### src/ifee_pkg.sv
// ifee_pkg: function codes, register map, field layout and timing counts
// shared by the oil timer, the top level, the checker and the bench.
package ifee_pkg;
  // input function codes (16 bit, decimal as configured)
  localparam logic [15:0] FN_NONE        = 16'h0000;
  localparam logic [15:0] FN_STATUS_BASE = 16'h0c87; // 3207
  localparam logic [15:0] FN_STATUS_LAST = 16'h0c8f; // 3215
  localparam logic [15:0] FN_STATUS_FIRST= 16'h0c81; // 3201
  localparam logic [15:0] FN_STATUS_END  = 16'h0c90; // 3216
  localparam logic [15:0] FN_PUMP_START  = 16'h0ce5; // 3301
  localparam logic [15:0] FN_PUMP_STOP   = 16'h0ce6; // 3302
  localparam logic [15:0] FN_WARN        = 16'h0fa1; // 4001
  localparam logic [15:0] FN_UNLOAD      = 16'h0fa2; // 4002
  localparam logic [15:0] FN_DEACT       = 16'h0fa3; // 4003
  localparam logic [15:0] FN_ALARM       = 16'h0fa4; // 4004
  localparam logic [15:0] FN_OIL_WARN    = 16'h0fab; // 4011
  localparam logic [15:0] FN_OIL_UNLOAD  = 16'h0fac; // 4012
  localparam logic [15:0] FN_OIL_DEACT   = 16'h0fad; // 4013
  localparam logic [15:0] FN_OIL_ALARM   = 16'h0fae; // 4014
  localparam logic [15:0] FN_BRK_WARN    = 16'h0fb5; // 4021
  localparam logic [15:0] FN_BRK_UNLOAD  = 16'h0fb6; // 4022
  localparam logic [15:0] FN_BRK_DEACT   = 16'h0fb7; // 4023
  localparam logic [15:0] FN_BRK_ALARM   = 16'h0fb8; // 4024
  localparam logic [15:0] FN_FUEL_WARN   = 16'h0fbf; // 4031
  localparam logic [15:0] FN_FUEL_ALARM  = 16'h0fc2; // 4034
  localparam logic [15:0] FN_GAS_WARN    = 16'h0fc9; // 4041
  localparam logic [15:0] FN_GAS_ALARM   = 16'h0fcc; // 4044
  // first displayable status page number (3201 shows page 6)
  localparam logic [3:0]  PAGE_FIRST     = 4'h6;

  // register map (byte addresses)
  localparam logic [7:0]  ADDR_STATUS    = 8'h00;
  localparam logic [7:0]  ADDR_MASK      = 8'h04;
  localparam logic [7:0]  ADDR_OILDLY    = 8'h08;
  localparam logic [7:0]  ADDR_LEVEL     = 8'h0c;
  localparam logic [7:0]  ADDR_PAGE      = 8'h10;
  localparam logic [7:0]  ADDR_FUNC_BASE = 8'h40;

  // event bit positions in status, mask and level registers
  localparam int EV_WARN   = 0;
  localparam int EV_UNLOAD = 1;
  localparam int EV_DEACT  = 2;
  localparam int EV_ALARM  = 3;
  localparam int EV_PAGE   = 4;
  localparam int EV_W      = 5;

  // oil delay is held in seconds, counted with a 1 ms tick
  localparam int  CLK_HZ       = 250_000_000;
  localparam int  TICK_US      = 1000;
  localparam int  TICK_CYCLES  = CLK_HZ / 1_000_000 * TICK_US;
  localparam int  MS_PER_S     = 1000;
  localparam logic [15:0] OILDLY_RESET = 16'h000a;
  localparam logic [7:0]  PAGE_RESET   = 8'h00;
  localparam logic [EV_W-1:0] MASK_RESET = 5'h00;

  typedef enum logic [1:0] {
    IFEE_OIL_STOPPED = 2'b00,
    IFEE_OIL_TIMING  = 2'b01,
    IFEE_OIL_DONE    = 2'b11
  } ifee_oil_t;
endpackage

### src/ifee_sync.sv
// ifee_sync: three-flop synchroniser with agreement filter for field pins.
// assumes i_d is asynchronous to i_clk.
`timescale 1ns/1ps
module ifee_sync #(
  parameter int W = 1
) (
  input  wire logic         i_clk,
  input  wire logic         i_arst_n,
  input  wire logic [W-1:0] i_d,
  output logic      [W-1:0] o_q
);
  logic [W-1:0] s1;
  logic [W-1:0] s2;
  logic [W-1:0] s3;

  always_ff @(posedge i_clk or negedge i_arst_n)
  begin
    if (!i_arst_n)
    begin
      s1 <= '0;
      s2 <= '0;
      s3 <= '0;
    end
    else
    begin
      s1 <= i_d;
      s2 <= s1;
      s3 <= s2;
    end
  end

  // only bits whose last two stages agree are allowed to change
  always_ff @(posedge i_clk or negedge i_arst_n)
  begin
    if (!i_arst_n)
      o_q <= '0;
    else
      o_q <= (s2 & s3) | (o_q & (s2 | s3));
  end
endmodule // ifee_sync

### src/ifee_oil_timer.sv
// ifee_oil_timer: reports when the oil delay has run since engine running.
// assumes i_running is already synchronous; delay in seconds, 1 ms tick.
`timescale 1ns/1ps
module ifee_oil_timer #(
  parameter int TICK_CYCLES = ifee_pkg::TICK_CYCLES
) (
  input  wire logic        i_clk,
  input  wire logic        i_arst_n,
  input  wire logic        i_running,
  input  wire logic [15:0] i_delay_s,
  output logic             o_elapsed
);
  localparam int TW = $clog2(TICK_CYCLES + 1);
  logic [TW-1:0]  tick_cnt;
  logic           tick;
  logic [9:0]     ms_cnt;
  logic [15:0]    sec_cnt;
  ifee_pkg::ifee_oil_t state;

  assign tick = (tick_cnt == TW'(TICK_CYCLES - 1));

  always_ff @(posedge i_clk or negedge i_arst_n)
  begin
    if (!i_arst_n)
      tick_cnt <= '0;
    else if (tick || !i_running)
      tick_cnt <= '0;
    else
      tick_cnt <= tick_cnt + TW'(1);
  end

  always_ff @(posedge i_clk or negedge i_arst_n)
  begin
    if (!i_arst_n)
    begin
      state   <= ifee_pkg::IFEE_OIL_STOPPED;
      ms_cnt  <= '0;
      sec_cnt <= '0;
    end
    else if (!i_running)
    begin
      state   <= ifee_pkg::IFEE_OIL_STOPPED;
      ms_cnt  <= '0;
      sec_cnt <= '0;
    end
    else
    begin
      case (state)
        ifee_pkg::IFEE_OIL_STOPPED:
          state <= ifee_pkg::IFEE_OIL_TIMING;
        ifee_pkg::IFEE_OIL_TIMING:
        begin
          if (sec_cnt >= i_delay_s)
            state <= ifee_pkg::IFEE_OIL_DONE;
          else if (tick)
          begin
            if (ms_cnt == 10'(ifee_pkg::MS_PER_S - 1))
            begin
              ms_cnt  <= '0;
              sec_cnt <= sec_cnt + 16'h0001;
            end
            else
              ms_cnt <= ms_cnt + 10'h001;
          end
        end
        ifee_pkg::IFEE_OIL_DONE:
          state <= ifee_pkg::IFEE_OIL_DONE;
        default:
          state <= ifee_pkg::IFEE_OIL_STOPPED;
      endcase
    end
  end

  always_ff @(posedge i_clk or negedge i_arst_n)
  begin
    if (!i_arst_n)
      o_elapsed <= 1'b0;
    else
      o_elapsed <= i_running && (state == ifee_pkg::IFEE_OIL_DONE);
  end
endmodule // ifee_oil_timer

### src/ifee_top.sv
// ifee_top: evaluates the function assigned to each digital input and turns
// active inputs into status page requests, fuel pump commands and severity
// events. assumes field inputs are asynchronous pins and the breaker, fuel,
// gas and engine running commands come from logic on the same clock.
// Function
// - plain status input shows its page text
// - important status input also forces page display
// - pump start level input starts fuel pump
// - pump stop level input stops fuel pump
// - generic warning input raises warning unconditionally
// - generic unload input raises unload unconditionally
// - generic deactivation input raises deactivation unconditionally
// - generic alarm input raises blocking alarm
// - oil-delay alarm only after delay elapsed
// - oil-delay deactivation only after delay elapsed
// - oil-delay warning/unload raise alarm after delay
// - breaker warning needs breaker close command
// - breaker unload needs breaker close command
// - breaker deactivation needs breaker close command
// - breaker interlock needs breaker close command
// - fuel warning needs fuel solenoid command
// - fuel unload/deactivation/interlock need fuel solenoid
// - gas functions need gas solenoid command
//
// Decided for this implementation: the register offsets and the strobed register port.
`timescale 1ns/1ps
module ifee_top #(
  parameter int N_IN        = 8,
  parameter int TICK_CYCLES = ifee_pkg::TICK_CYCLES
) (
  input  wire logic            i_clk,
  input  wire logic            i_arst_n,
  input  wire logic [N_IN-1:0] i_field_in,
  input  wire logic            i_engine_running,
  input  wire logic            i_generator_breaker_cmd,
  input  wire logic            i_fuel_solenoid_cmd,
  input  wire logic            i_gas_solenoid_cmd,
  input  wire logic [7:0]      i_addr,
  input  wire logic [31:0]     i_wdata,
  input  wire logic            i_wr,
  input  wire logic            i_rd,
  output logic      [31:0]     o_rdata,
  output logic                 o_warning,
  output logic                 o_unload,
  output logic                 o_deactivation,
  output logic                 o_alarm,
  output logic                 o_pump_start,
  output logic                 o_pump_stop,
  output logic      [15:0]     o_page_text_req,
  output logic      [15:0]     o_page_show_req,
  output logic      [N_IN-1:0] o_text_active,
  output logic                 o_irq
);
  localparam int EW = ifee_pkg::EV_W;

  logic [N_IN-1:0]   in_sync;
  logic              oil_elapsed;
  logic [15:0]       input_function_code [N_IN];
  logic [15:0]       oil_delay_s;
  logic [EW-1:0]     status;
  logic [EW-1:0]     mask;
  logic [EW-1:0]     level;
  logic [EW-1:0]     level_q;
  logic [EW-1:0]     rise;
  logic [N_IN-1:0]   in_warn;
  logic [N_IN-1:0]   in_unload;
  logic [N_IN-1:0]   in_deact;
  logic [N_IN-1:0]   in_alarm;
  logic [N_IN-1:0]   in_pstart;
  logic [N_IN-1:0]   in_pstop;
  logic [N_IN-1:0]   in_text;
  logic [15:0]       page_text [N_IN];
  logic [15:0]       page_show [N_IN];
  logic [15:0]       next_page_text;
  logic [15:0]       next_page_show;

  ifee_sync #(
    .W (N_IN)
  ) u_sync (
    .i_clk    (i_clk),
    .i_arst_n (i_arst_n),
    .i_d      (i_field_in),
    .o_q      (in_sync)
  );

  ifee_oil_timer #(
    .TICK_CYCLES (TICK_CYCLES)
  ) u_oil (
    .i_clk     (i_clk),
    .i_arst_n  (i_arst_n),
    .i_running (i_engine_running),
    .i_delay_s (oil_delay_s),
    .o_elapsed (oil_elapsed)
  );

  // one-hot page bit for a status function code; bit n is page n
  function automatic logic [15:0] page_bit(input logic [15:0] code);
    logic [15:0] off;
    logic [3:0]  page;
    off  = code - ifee_pkg::FN_STATUS_FIRST;
    page = 4'(off[4:1]) + ifee_pkg::PAGE_FIRST;
    page_bit = 16'h0001 << page;
  endfunction

  function automatic logic is_status(input logic [15:0] code);
    is_status = (code >= ifee_pkg::FN_STATUS_FIRST) && (code <= ifee_pkg::FN_STATUS_END);
  endfunction

  // per-input decode; combinational so the flags follow the inputs each cycle
  generate
    for (genvar g = 0; g < N_IN; g++)
    begin : g_eval
      logic [15:0] fc;
      logic        act;
      assign fc  = input_function_code[g];
      assign act = in_sync[g];

      always_comb
      begin
        in_warn[g]   = 1'b0;
        in_unload[g] = 1'b0;
        in_deact[g]  = 1'b0;
        in_alarm[g]  = 1'b0;
        in_pstart[g] = 1'b0;
        in_pstop[g]  = 1'b0;
        page_text[g] = 16'h0000;
        page_show[g] = 16'h0000;
        if (act)
        begin
          case (fc)
            ifee_pkg::FN_PUMP_START: in_pstart[g] = 1'b1;
            ifee_pkg::FN_PUMP_STOP:  in_pstop[g]  = 1'b1;
            ifee_pkg::FN_WARN:       in_warn[g]   = 1'b1;
            ifee_pkg::FN_UNLOAD:     in_unload[g] = 1'b1;
            ifee_pkg::FN_DEACT:      in_deact[g]  = 1'b1;
            ifee_pkg::FN_ALARM:      in_alarm[g]  = 1'b1;
            // warning/unload after oil delay act as a block, as documented
            ifee_pkg::FN_OIL_WARN,
            ifee_pkg::FN_OIL_UNLOAD: in_alarm[g]  = oil_elapsed;
            ifee_pkg::FN_OIL_DEACT:  in_deact[g]  = oil_elapsed;
            ifee_pkg::FN_OIL_ALARM:  in_alarm[g]  = oil_elapsed;
            ifee_pkg::FN_BRK_WARN:   in_warn[g]   = i_generator_breaker_cmd;
            ifee_pkg::FN_BRK_UNLOAD: in_unload[g] = i_generator_breaker_cmd;
            ifee_pkg::FN_BRK_DEACT:  in_deact[g]  = i_generator_breaker_cmd;
            ifee_pkg::FN_BRK_ALARM:  in_alarm[g]  = i_generator_breaker_cmd;
            default:
            begin
              if (fc >= ifee_pkg::FN_FUEL_WARN && fc <= ifee_pkg::FN_FUEL_ALARM)
              begin
                // fuel-qualified group, order warn/unload/deact/interlock
                in_warn[g]   = i_fuel_solenoid_cmd && (fc == ifee_pkg::FN_FUEL_WARN);
                in_unload[g] = i_fuel_solenoid_cmd && (fc == ifee_pkg::FN_FUEL_WARN + 16'h0001);
                in_deact[g]  = i_fuel_solenoid_cmd && (fc == ifee_pkg::FN_FUEL_WARN + 16'h0002);
                in_alarm[g]  = i_fuel_solenoid_cmd && (fc == ifee_pkg::FN_FUEL_ALARM);
              end
              else if (fc >= ifee_pkg::FN_GAS_WARN && fc <= ifee_pkg::FN_GAS_ALARM)
              begin
                in_warn[g]   = i_gas_solenoid_cmd && (fc == ifee_pkg::FN_GAS_WARN);
                in_unload[g] = i_gas_solenoid_cmd && (fc == ifee_pkg::FN_GAS_WARN + 16'h0001);
                in_deact[g]  = i_gas_solenoid_cmd && (fc == ifee_pkg::FN_GAS_WARN + 16'h0002);
                in_alarm[g]  = i_gas_solenoid_cmd && (fc == ifee_pkg::FN_GAS_ALARM);
              end
              else if (is_status(fc))
              begin
                page_text[g] = page_bit(fc);
                // even codes are the important variant: force the page up
                page_show[g] = fc[0] ? 16'h0000 : page_bit(fc);
              end
            end
          endcase
        end
      end
      assign in_text[g] = act && (fc != ifee_pkg::FN_NONE);
    end
  endgenerate

  always_comb
  begin
    next_page_text = 16'h0000;
    next_page_show = 16'h0000;
    for (int k = 0; k < N_IN; k++)
    begin
      next_page_text = next_page_text | page_text[k] | page_show[k];
      next_page_show = next_page_show | page_show[k];
    end
  end

  assign level[ifee_pkg::EV_WARN]   = |in_warn;
  assign level[ifee_pkg::EV_UNLOAD] = |in_unload;
  assign level[ifee_pkg::EV_DEACT]  = |in_deact;
  assign level[ifee_pkg::EV_ALARM]  = |in_alarm;
  assign level[ifee_pkg::EV_PAGE]   = |next_page_show;
  assign rise = level & ~level_q;

  // event outputs registered every cycle; no latching so a cleared input
  // drops its request, sequencing logic owns any latching
  always_ff @(posedge i_clk or negedge i_arst_n)
  begin
    if (!i_arst_n)
    begin
      o_warning       <= 1'b0;
      o_unload        <= 1'b0;
      o_deactivation  <= 1'b0;
      o_alarm         <= 1'b0;
      o_pump_start    <= 1'b0;
      o_pump_stop     <= 1'b0;
      o_page_text_req <= 16'h0000;
      o_page_show_req <= 16'h0000;
      o_text_active   <= '0;
      level_q         <= '0;
    end
    else
    begin
      o_warning       <= level[ifee_pkg::EV_WARN];
      o_unload        <= level[ifee_pkg::EV_UNLOAD];
      o_deactivation  <= level[ifee_pkg::EV_DEACT];
      o_alarm         <= level[ifee_pkg::EV_ALARM];
      o_pump_start    <= |in_pstart;
      o_pump_stop     <= |in_pstop;
      o_page_text_req <= next_page_text;
      o_page_show_req <= next_page_show;
      o_text_active   <= in_text;
      level_q         <= level;
    end
  end

  // configuration registers
  always_ff @(posedge i_clk or negedge i_arst_n)
  begin
    if (!i_arst_n)
    begin
      mask        <= ifee_pkg::MASK_RESET;
      oil_delay_s <= ifee_pkg::OILDLY_RESET;
      for (int k = 0; k < N_IN; k++)
        input_function_code[k] <= ifee_pkg::FN_NONE;
    end
    else if (i_wr)
    begin
      if (i_addr == ifee_pkg::ADDR_MASK)
        mask <= i_wdata[EW-1:0];
      if (i_addr == ifee_pkg::ADDR_OILDLY)
        oil_delay_s <= i_wdata[15:0];
      for (int k = 0; k < N_IN; k++)
        if (i_addr == ifee_pkg::ADDR_FUNC_BASE + 8'(4 * k))
          input_function_code[k] <= i_wdata[15:0];
    end
  end

  // sticky status: a rising event wins over a write-one clear
  always_ff @(posedge i_clk or negedge i_arst_n)
  begin
    if (!i_arst_n)
      status <= '0;
    else if (i_wr && i_addr == ifee_pkg::ADDR_STATUS)
      status <= (status & ~i_wdata[EW-1:0]) | rise;
    else
      status <= status | rise;
  end

  always_ff @(posedge i_clk or negedge i_arst_n)
  begin
    if (!i_arst_n)
      o_irq <= 1'b0;
    else
      o_irq <= |(status & mask);
  end

  // read data valid only in the cycle after the strobe; zero otherwise
  always_ff @(posedge i_clk or negedge i_arst_n)
  begin
    if (!i_arst_n)
      o_rdata <= 32'h0000_0000;
    else
    begin
      o_rdata <= 32'h0000_0000;
      if (i_rd)
      begin
        case (i_addr)
          ifee_pkg::ADDR_STATUS: o_rdata <= 32'(status);
          ifee_pkg::ADDR_MASK:   o_rdata <= 32'(mask);
          ifee_pkg::ADDR_OILDLY: o_rdata <= 32'(oil_delay_s);
          ifee_pkg::ADDR_LEVEL:  o_rdata <= {26'h0, oil_elapsed, level};
          ifee_pkg::ADDR_PAGE:   o_rdata <= {next_page_show, next_page_text};
          default:
          begin
            for (int k = 0; k < N_IN; k++)
              if (i_addr == ifee_pkg::ADDR_FUNC_BASE + 8'(4 * k))
                o_rdata <= 32'(input_function_code[k]);
          end
        endcase
      end
    end
  end
endmodule // ifee_top

### config.mk
export PLATFORM = sky130hd
export DESIGN_NAME = ifee_top
export DESIGN_NICKNAME = d
export VERILOG_FILES = /design/src/ifee_pkg.sv /design/src/ifee_sync.sv /design/src/ifee_oil_timer.sv /design/src/ifee_top.sv
export SDC_FILE = /design/constraint.sdc
export NUM_CORES = 1
export LEC_CHECK = 0
export BUFFER_PORTS_ARGS = -buffer_cell sky130_fd_sc_hd__buf_2
export CAP_MARGIN = 20
export CORE_UTILIZATION = 30
export CTS_BUF_LIST = sky130_fd_sc_hd__clkbuf_16
export CTS_CLUSTER_SIZE = 14
export DETAILED_ROUTE_END_ITERATION = 16
export PLACE_DENSITY_LB_ADDON = 0.2
export SLEW_MARGIN = 25
export SYNTH_ARGS = -nofsm -noshare
export SYNTH_HDL_FRONTEND = slang
export SYNTH_SLANG_ARGS = --single-unit
### constraint.sdc
create_clock -name i_clk -period 4.41 [get_ports i_clk]
set_clock_uncertainty 0.1 [all_clocks]
set_input_delay 0.882 -clock i_clk [delete_from_list [all_inputs] [get_ports i_clk]]
set_output_delay 0.882 -clock i_clk [all_outputs]
set_load 0.005 [all_outputs]
**After elaboration in Yosys (flattened, before gate mapping)**

Index checks and enable logic that the tools add are counted.

- Add/subtract/negate cells: 19
- $mul: 0
- Divide/modulo/power cells: 0
- Order comparisons: 49
- Equal/unequal tests: 197
- Shift operators: 8
- Muxes and demuxes: 273
- Bitwise operators: 33
- Reduce and logical (&&, ||, !) cells: 178

Operators with widths:

| kind | count |
|---|---|
| $eq A16 B12 Y1 const B | 176 |
| $mux W16 | 95 |
| $ge A16 B12 Y1 const B | 24 |
| $le A16 B12 Y1 const B | 24 |
| $or A16 B16 Y16 | 22 |
| $mux W32 | 7 |
| $reduce_or A12 Y1 | 16 |
| $pmux W32 S5 | 1 |
| $mux W1 | 128 |
| $reduce_bool A16 Y1 | 8 |
| $shl A1 B4 Y16 const A | 8 |
| $reduce_or A14 Y1 | 8 |
| $logic_and A1 B1 Y1 | 98 |
| $reduce_or A11 Y1 | 8 |
| $reduce_or A9 Y1 | 8 |
| $eq A8 B7 Y1 const B | 8 |
| $pmux W1 S4 | 16 |
| $mux W10 | 5 |
| $pmux W1 S3 | 16 |
| $reduce_or A8 Y1 | 6 |
| $sub A5 B1 Y5 const B | 8 |
| $add A4 B3 Y4 const B | 8 |
| $reduce_or A3 Y1 | 8 |
| $reduce_and A2 Y1 | 10 |
| 31 further kinds | 41 |

- Flip-flop bits (word level): 317
- Latch bits: 0
- RAM bits: 0
- Bits in read-only memories: 0
- Logic and storage cells: 789
- Memories kept: 0

**Logic depth before layout (Yosys ltp)**

- Depth after elaboration: 26
- Gate-level depth with buffers: 15

**By module**

From an unflattened synthesis, not the netlist that was laid out.

- Cells, all modules: 2,223
- Area total of the unflattened synthesis: 20,544.7 µm²

Modules (own cells, without submodules):

| module | instances | cells each | area an instance (µm²) | sequential area each (µm²) |
|---|---|---|---|---|
| ifee_top | 1 | 1,825 | 16,498.3 | 5,858.1 |
| ifee_oil_timer | 1 | 358 | 3,155.5 | 1,176.1 |
| ifee_sync | 1 | 40 | 890.9 | 800.8 |

**Least setup slack after synthesis**

OpenSTA, ideal clock, no wires.

- Kind: register to register
- Start point: register input_function_code (netlist bit g_eval[5].fc[0])
- End point: register status[4]
- Data arrival time: 3,401 ps
- Path slack: 788 ps
- Cell stages (with the launch flop): 16
- Buffers on the path: 2
- Clock period less this slack: 3,622 ps
- Cell sequence: dfrtp_1 > clkbuf_1 > inv_1 > ha_1 > buf_2 > xor2_1 > inv_1 > ha_1 > xor3_1 > nor2_1 > a21oi_1 > nor3_1 > nor4_1 > nand4_1 > or3_4 > a22o_1

- Longest elaborated chain between the ends: 16

RTL lines:

| item | RTL line | RTL |
|---|---|---|
| start, declared | ifee_top.sv:58 | `logic [15:0] input_function_code [N_IN];` |
| start signal, assigned by index | ifee_top.sv:235 | `input_function_code[k] <= ifee_pkg::FN_NONE;` |
| start signal, assigned by index | ifee_top.sv:245 | `input_function_code[k] <= i_wdata[15:0];` |
| $sub A5 B1 Y5 | ifee_top.sv:100 | `off = code - ifee_pkg::FN_STATUS_FIRST;` |
| $add A4 B3 Y4 | ifee_top.sv:101 | `page = 4'(off[4:1]) + ifee_pkg::PAGE_FIRST;` |
| $shl A1 B4 Y16 | ifee_top.sv:102 | `page_bit = 16'h0001 << page;` |
| $mux W16 | ifee_top.sv:167 | `page_show[g] = fc[0] ? 16'h0000 : page_bit(fc);` |
| $mux W16 | ifee_top.sv:163 | `else if (is_status(fc))` |
| $mux W16 | ifee_top.sv:156 | `else if (fc >= ifee_pkg::FN_GAS_WARN && fc <= ifee_pkg::FN_GAS_ALARM)` |
| $mux W16 | ifee_top.sv:148 | `if (fc >= ifee_pkg::FN_FUEL_WARN && fc <= ifee_pkg::FN_FUEL_ALARM)` |
| $mux W16 (*) | ifee_top.sv:130 | `case (fc)` |
| $mux W16 (*) | ifee_top.sv:128 | `if (act)` |
| $or A16 B16 Y16 (*) (3 in series) | ifee_top.sv:184 | `next_page_show = next_page_show \| page_show[k];` |
| $reduce_or A16 Y1 (*) | ifee_top.sv:192 | `assign level[ifee_pkg::EV_PAGE] = \|next_page_show;` |
| net level[4] | ifee_top.sv:62 | `logic [EW-1:0] level;` |
| $and A5 B5 Y5 (*) | ifee_top.sv:193 | `assign rise = level & ~level_q;` |
| $or A5 B5 Y5 (on tied branches) | ifee_top.sv:257, ifee_top.sv:255 |  |
| $mux W5 (*) | ifee_top.sv:254 | `else if (i_wr && i_addr == ifee_pkg::ADDR_STATUS)` |
| end signal, assigned | ifee_top.sv:255 | `status <= (status & ~i_wdata[EW-1:0]) \| rise;` |
| end signal, assigned | ifee_top.sv:257 | `status <= status \| rise;` |
| end, declared | ifee_top.sv:60 | `logic [EW-1:0] status;` |

Mark *: on every way through the listed nets, which the timed path passes. The rest lies on a longest branch.
A chain may end at the register's enable or synchronous reset.

**Worst setup path after layout**

- Start point: register input_function_code (netlist bit g_eval[1].fc[0])
- End point: register o_rdata[3]

- Longest elaborated chain between the ends: 24

RTL lines:

| item | RTL line | RTL |
|---|---|---|
| $sub A5 B1 Y5 | ifee_top.sv:100 |  |
| $add A4 B3 Y4 | ifee_top.sv:101 |  |
| $shl A1 B4 Y16 | ifee_top.sv:102 |  |
| $mux W16 (on tied branches) | ifee_top.sv:163, ifee_top.sv:167 |  |
| $mux W16 (on tied branches) | ifee_top.sv:156, ifee_top.sv:163 |  |
| $mux W16 (on tied branches) | ifee_top.sv:148, ifee_top.sv:156 |  |
| $mux W16 (on tied branches) | ifee_top.sv:130, ifee_top.sv:148 |  |
| $mux W16 (on tied branches) | ifee_top.sv:128, ifee_top.sv:130 |  |
| $or A16 B16 Y16 / $mux W16 (equally long branches) | ifee_top.sv:183, ifee_top.sv:128 |  |
| $or A16 B16 Y16 (*) (13 in series) | ifee_top.sv:183 | `next_page_text = next_page_text \| page_text[k] \| page_show[k];` |
| net next_page_text[3] | ifee_top.sv:74 | `logic [15:0] next_page_text;` |
| $pmux W32 S5 (*) | ifee_top.sv:278 | `case (i_addr)` |
| $mux W32 (*) | ifee_top.sv:276 | `if (i_rd)` |
| end signal, assigned | ifee_top.sv:279 | `ifee_pkg::ADDR_STATUS: o_rdata <= 32'(status);` |
| end signal, assigned | ifee_top.sv:280 | `ifee_pkg::ADDR_MASK: o_rdata <= 32'(mask);` |
| end signal, assigned | ifee_top.sv:281 | `ifee_pkg::ADDR_OILDLY: o_rdata <= 32'(oil_delay_s);` |
| end, declared | ifee_top.sv:42 | `output logic [31:0] o_rdata,` |

Marked as above.

==> impl_metrics.toml <==
[power]
clock_power_share = 0.403
total_power_mw = 7.624
internal_power_mw = 5.212
sw_frac_of_total = 0.3164
powerDensity_mw_per_mm2 = 311.2
power.switching_mw = 2.412
leakage_nw = 10.82
combPwrFrac = 0.189
max-vdd-ir-drop_uv = 313.6
seq_power_share = 0.408

[clock_tree]
clk_pin_slew_ns = 0.06
holdBufCountCts = 0
htreeDepth = 2
post-cts-setup-buffers = 0
clockBufferDepth = 3
clock_sinks = 313
cts_buffers = 39
clk_root_buffer_cell = "clkbuf_16"
worstSkewPairLatency_ns = 0.59
cts_tree = "done"

[global_route]
gr-total-overflow = 0
antenna_found_initial = 1
grt_pass1_vias = 19060
grt_max_degree = 111
track_usage = 0.2759
grt_pass1_wl_um = 136500

[route]
ant_nets = 0
drc = 0
viasPerCell = 5.890
vias = 19610
wl_per_cell_um = 28.61
totalWireLength_um = 95250
drtPass1Iterations = 6
drt-initial-drc-count = 1775

[timing]
worst_slew_pin_slew_ns = 0.9547
hold_viol = 0
max_freq_mhz = 237.2
fin_setup_tns_ns = 0
finalSetupViolations = 0
post-route-min-period_ns = 4.216
drv_slew = 0
grt_setup_unrepaired = "false"
period_share = 0.9561
slew_headroom = 0.3612

[setup_path]
crit_arrival_ns = 4.60
path_buf_inv = 3
crit_path_start_kind = "register"
cp_slowest_stage_delay_ns = 0.56
worstSetupEndpointType = "register"
crit_chain = "inv_1 > ha_1 > nor3b_1 > mux2i_1 > buf_4 > and3_1 > and3_1 > a2111oi_0 > o221ai_1 > a21oi_1 > a221oi_1 > buf_4"
crit_fanout = 18
path_delay_family = "compound AO/OA/AOI/OAI gates"
critical_path_class = "reg2reg"
critPathRequiredTime_ns = 4.79
crit_slowest_cell = "a2111oi_0"

[yosys]
synth_fp_nets = 2277
synth_common_cells = "dfrtp_1, nor2_1, mux2_2, nand2_1, nand3_1"
synth-seq-cells = 313
synth_edf_count = 0
async_flop_share = 1.000
synth.top_cells.by_area = "dfrtp_1, mux2_2, ha_1"
synth_top_area_cell = "dfrtp_1"
yosys.cell_types.count = 100
synth_area_mm2 = 0.02029
syn_avg_cell_area_um2 = 9.396
synth_cells = 2160
yosys_warnings = 0
yosysSeqAreaShare = 0.3861
synth.most_common_cell = "dfrtp_1"
synth_top_cell_area_share = 0.3835
synth_flop_cell = "dfrtp_1"

[floorplanning]
die_w_um = 262.1
initial_core_util = 0.3059
dieArea_mm2 = 0.06869
fp.dieH_um = 262.1
top_level_ports = 135
core_mm2 = 0.06633
num_rows = 94

[placed_design]
dp_cells = 3259
dp_hpwl_um = 76540
io_buffers = 118
gp_congestion = 1.029

[cells_and_area]
fillerInstances = 6851
final_util = 0.3694
layout.area.seq_mm2 = 0.007835
fin_nets = 2553
layout.cells.non_filler = 3329
syn2layout_area_growth_pct = 20.73
drive_gt1_frac = 0.2546
multi_input_area_mm2 = 0.01165

[status]
status = "complete, no violations"

[min_path]
hp-class = "reg2reg"

[job]
cap_violations = 0
==> what timing repair did <==
| item | CTS | global route |
|---|---|---|
| endpoints found under the setup margin | 1 | 1 |
| pin swaps | 0 | 0 |
| resized for setup | 1 | 2 |
==> cells by family (layout without fill, tap and decap cells) <==
family	count (synthesis)	count (layout)	synth area share
xor gates and xnor gates	61	61	0.03058
AOI/OAI and AO/OA	447	447	0.1631
and+or+nand+nor	898	898	0.2488
muxes	161	161	0.08866
other	0	2	0
adders and majority gates	69	69	0.04155
buffers and inverters	211	514	0.04125
DFF	313	313	0.3861
==> layer usage <==
| metal | track usage | vias to the layer above | wire length (µm) |
|---|---|---|---|
| met5 | 0 | - | 10 |
| met4 | 0.1439 | 2 | 5614 |
| met3 | 0.04090 | 196 | 5257 |
| met2 | 0.4485 | 824 | 44120 |
| met1 | 0.3541 | 9805 | 40250 |
| li1 | - | 8780 | - |
==> through the flow <==
stage	hold slack [ns]	cell area [µm²]	setup WS, ns
final	0.2386	24500	0.1936
after global routing	0.2551	24500	0.03979
after CTS	0.2465	24480	0.1622
after detailed placement	0.2363	23270	-0.006005
after global placement	0.2313	23270	-0.001926
after floorplan	0.2312	20290	0.7881
==> placed cells by master, fill, tap and decap left out, types with 66 or more instances in the layout <==
master	instances
buf_4	231
nand2_1	150
buf_2	117
a21oi_1	66
nand4_1	93
nor2_1	163
dfrtp_1	311
nand3_1	99
mux2_2	150
inv_1	98
==> path summary, 6_finish.rpt <==
check / from / to / slack (ns) / cells past startpoint
setup / recovery: g_eval[1].fc[0] / o_rdata[3] / 0.19 / 12
hold / removal: u_sync.s1[2] / u_sync.s2[2] / 0.24 / 0
setup reg to reg: g_eval[1].fc[0] / o_rdata[3] / 0.19 / 12
hold reg to reg: u_sync.s1[2] / u_sync.s2[2] / 0.24 / 0
max in group asynchronous: i_arst_n / u_oil.sec_cnt[11] / 2.85 / 2
min in group asynchronous: i_arst_n / o_rdata[22] / 0.29 / 1
==> power groups by stage <==
stage               Combinational (mW)  Sequential, mW  Clock (mW)
global placement                  1.41            3.16           0
finish                            1.44            3.11        3.07
CTS                               1.42            3.11        3.17
detailed placement                1.41            3.16           0
global route                      1.53            3.12        3.28
floorplan                        0.771            3.10           0
==> registers in the layout, summed over array words and instances, names as in the netlist, 2 cells and up <==
signal,cells
g_eval.fc,128
o_rdata,32
u_oil.tick_cnt,18
o_page_show_req,16
o_page_text_req,16
oil_delay_s,16
u_oil.sec_cnt,16
u_oil.ms_cnt,10
o_text_active,8
u_sync.o_q,8
u_sync.s1,8
u_sync.s2,8
u_sync.s3,8
level_q,5
mask,5
status,5
u_oil.state,2
==> layout make-up <==
cell class / instances / share of cell area
multi-input combinational: 1636 / 0.4755
clock buffer: 39 / 0.03983
timing repair buffer: 351 / 0.09693
tap: 864 / 0.04412
antenna: 2 / 0.0002043
sequential: 313 / 0.3198
inverter: 95 / 0.01455
clock inverter: 29 / 0.009090
(Power assumes the default switching activity.)
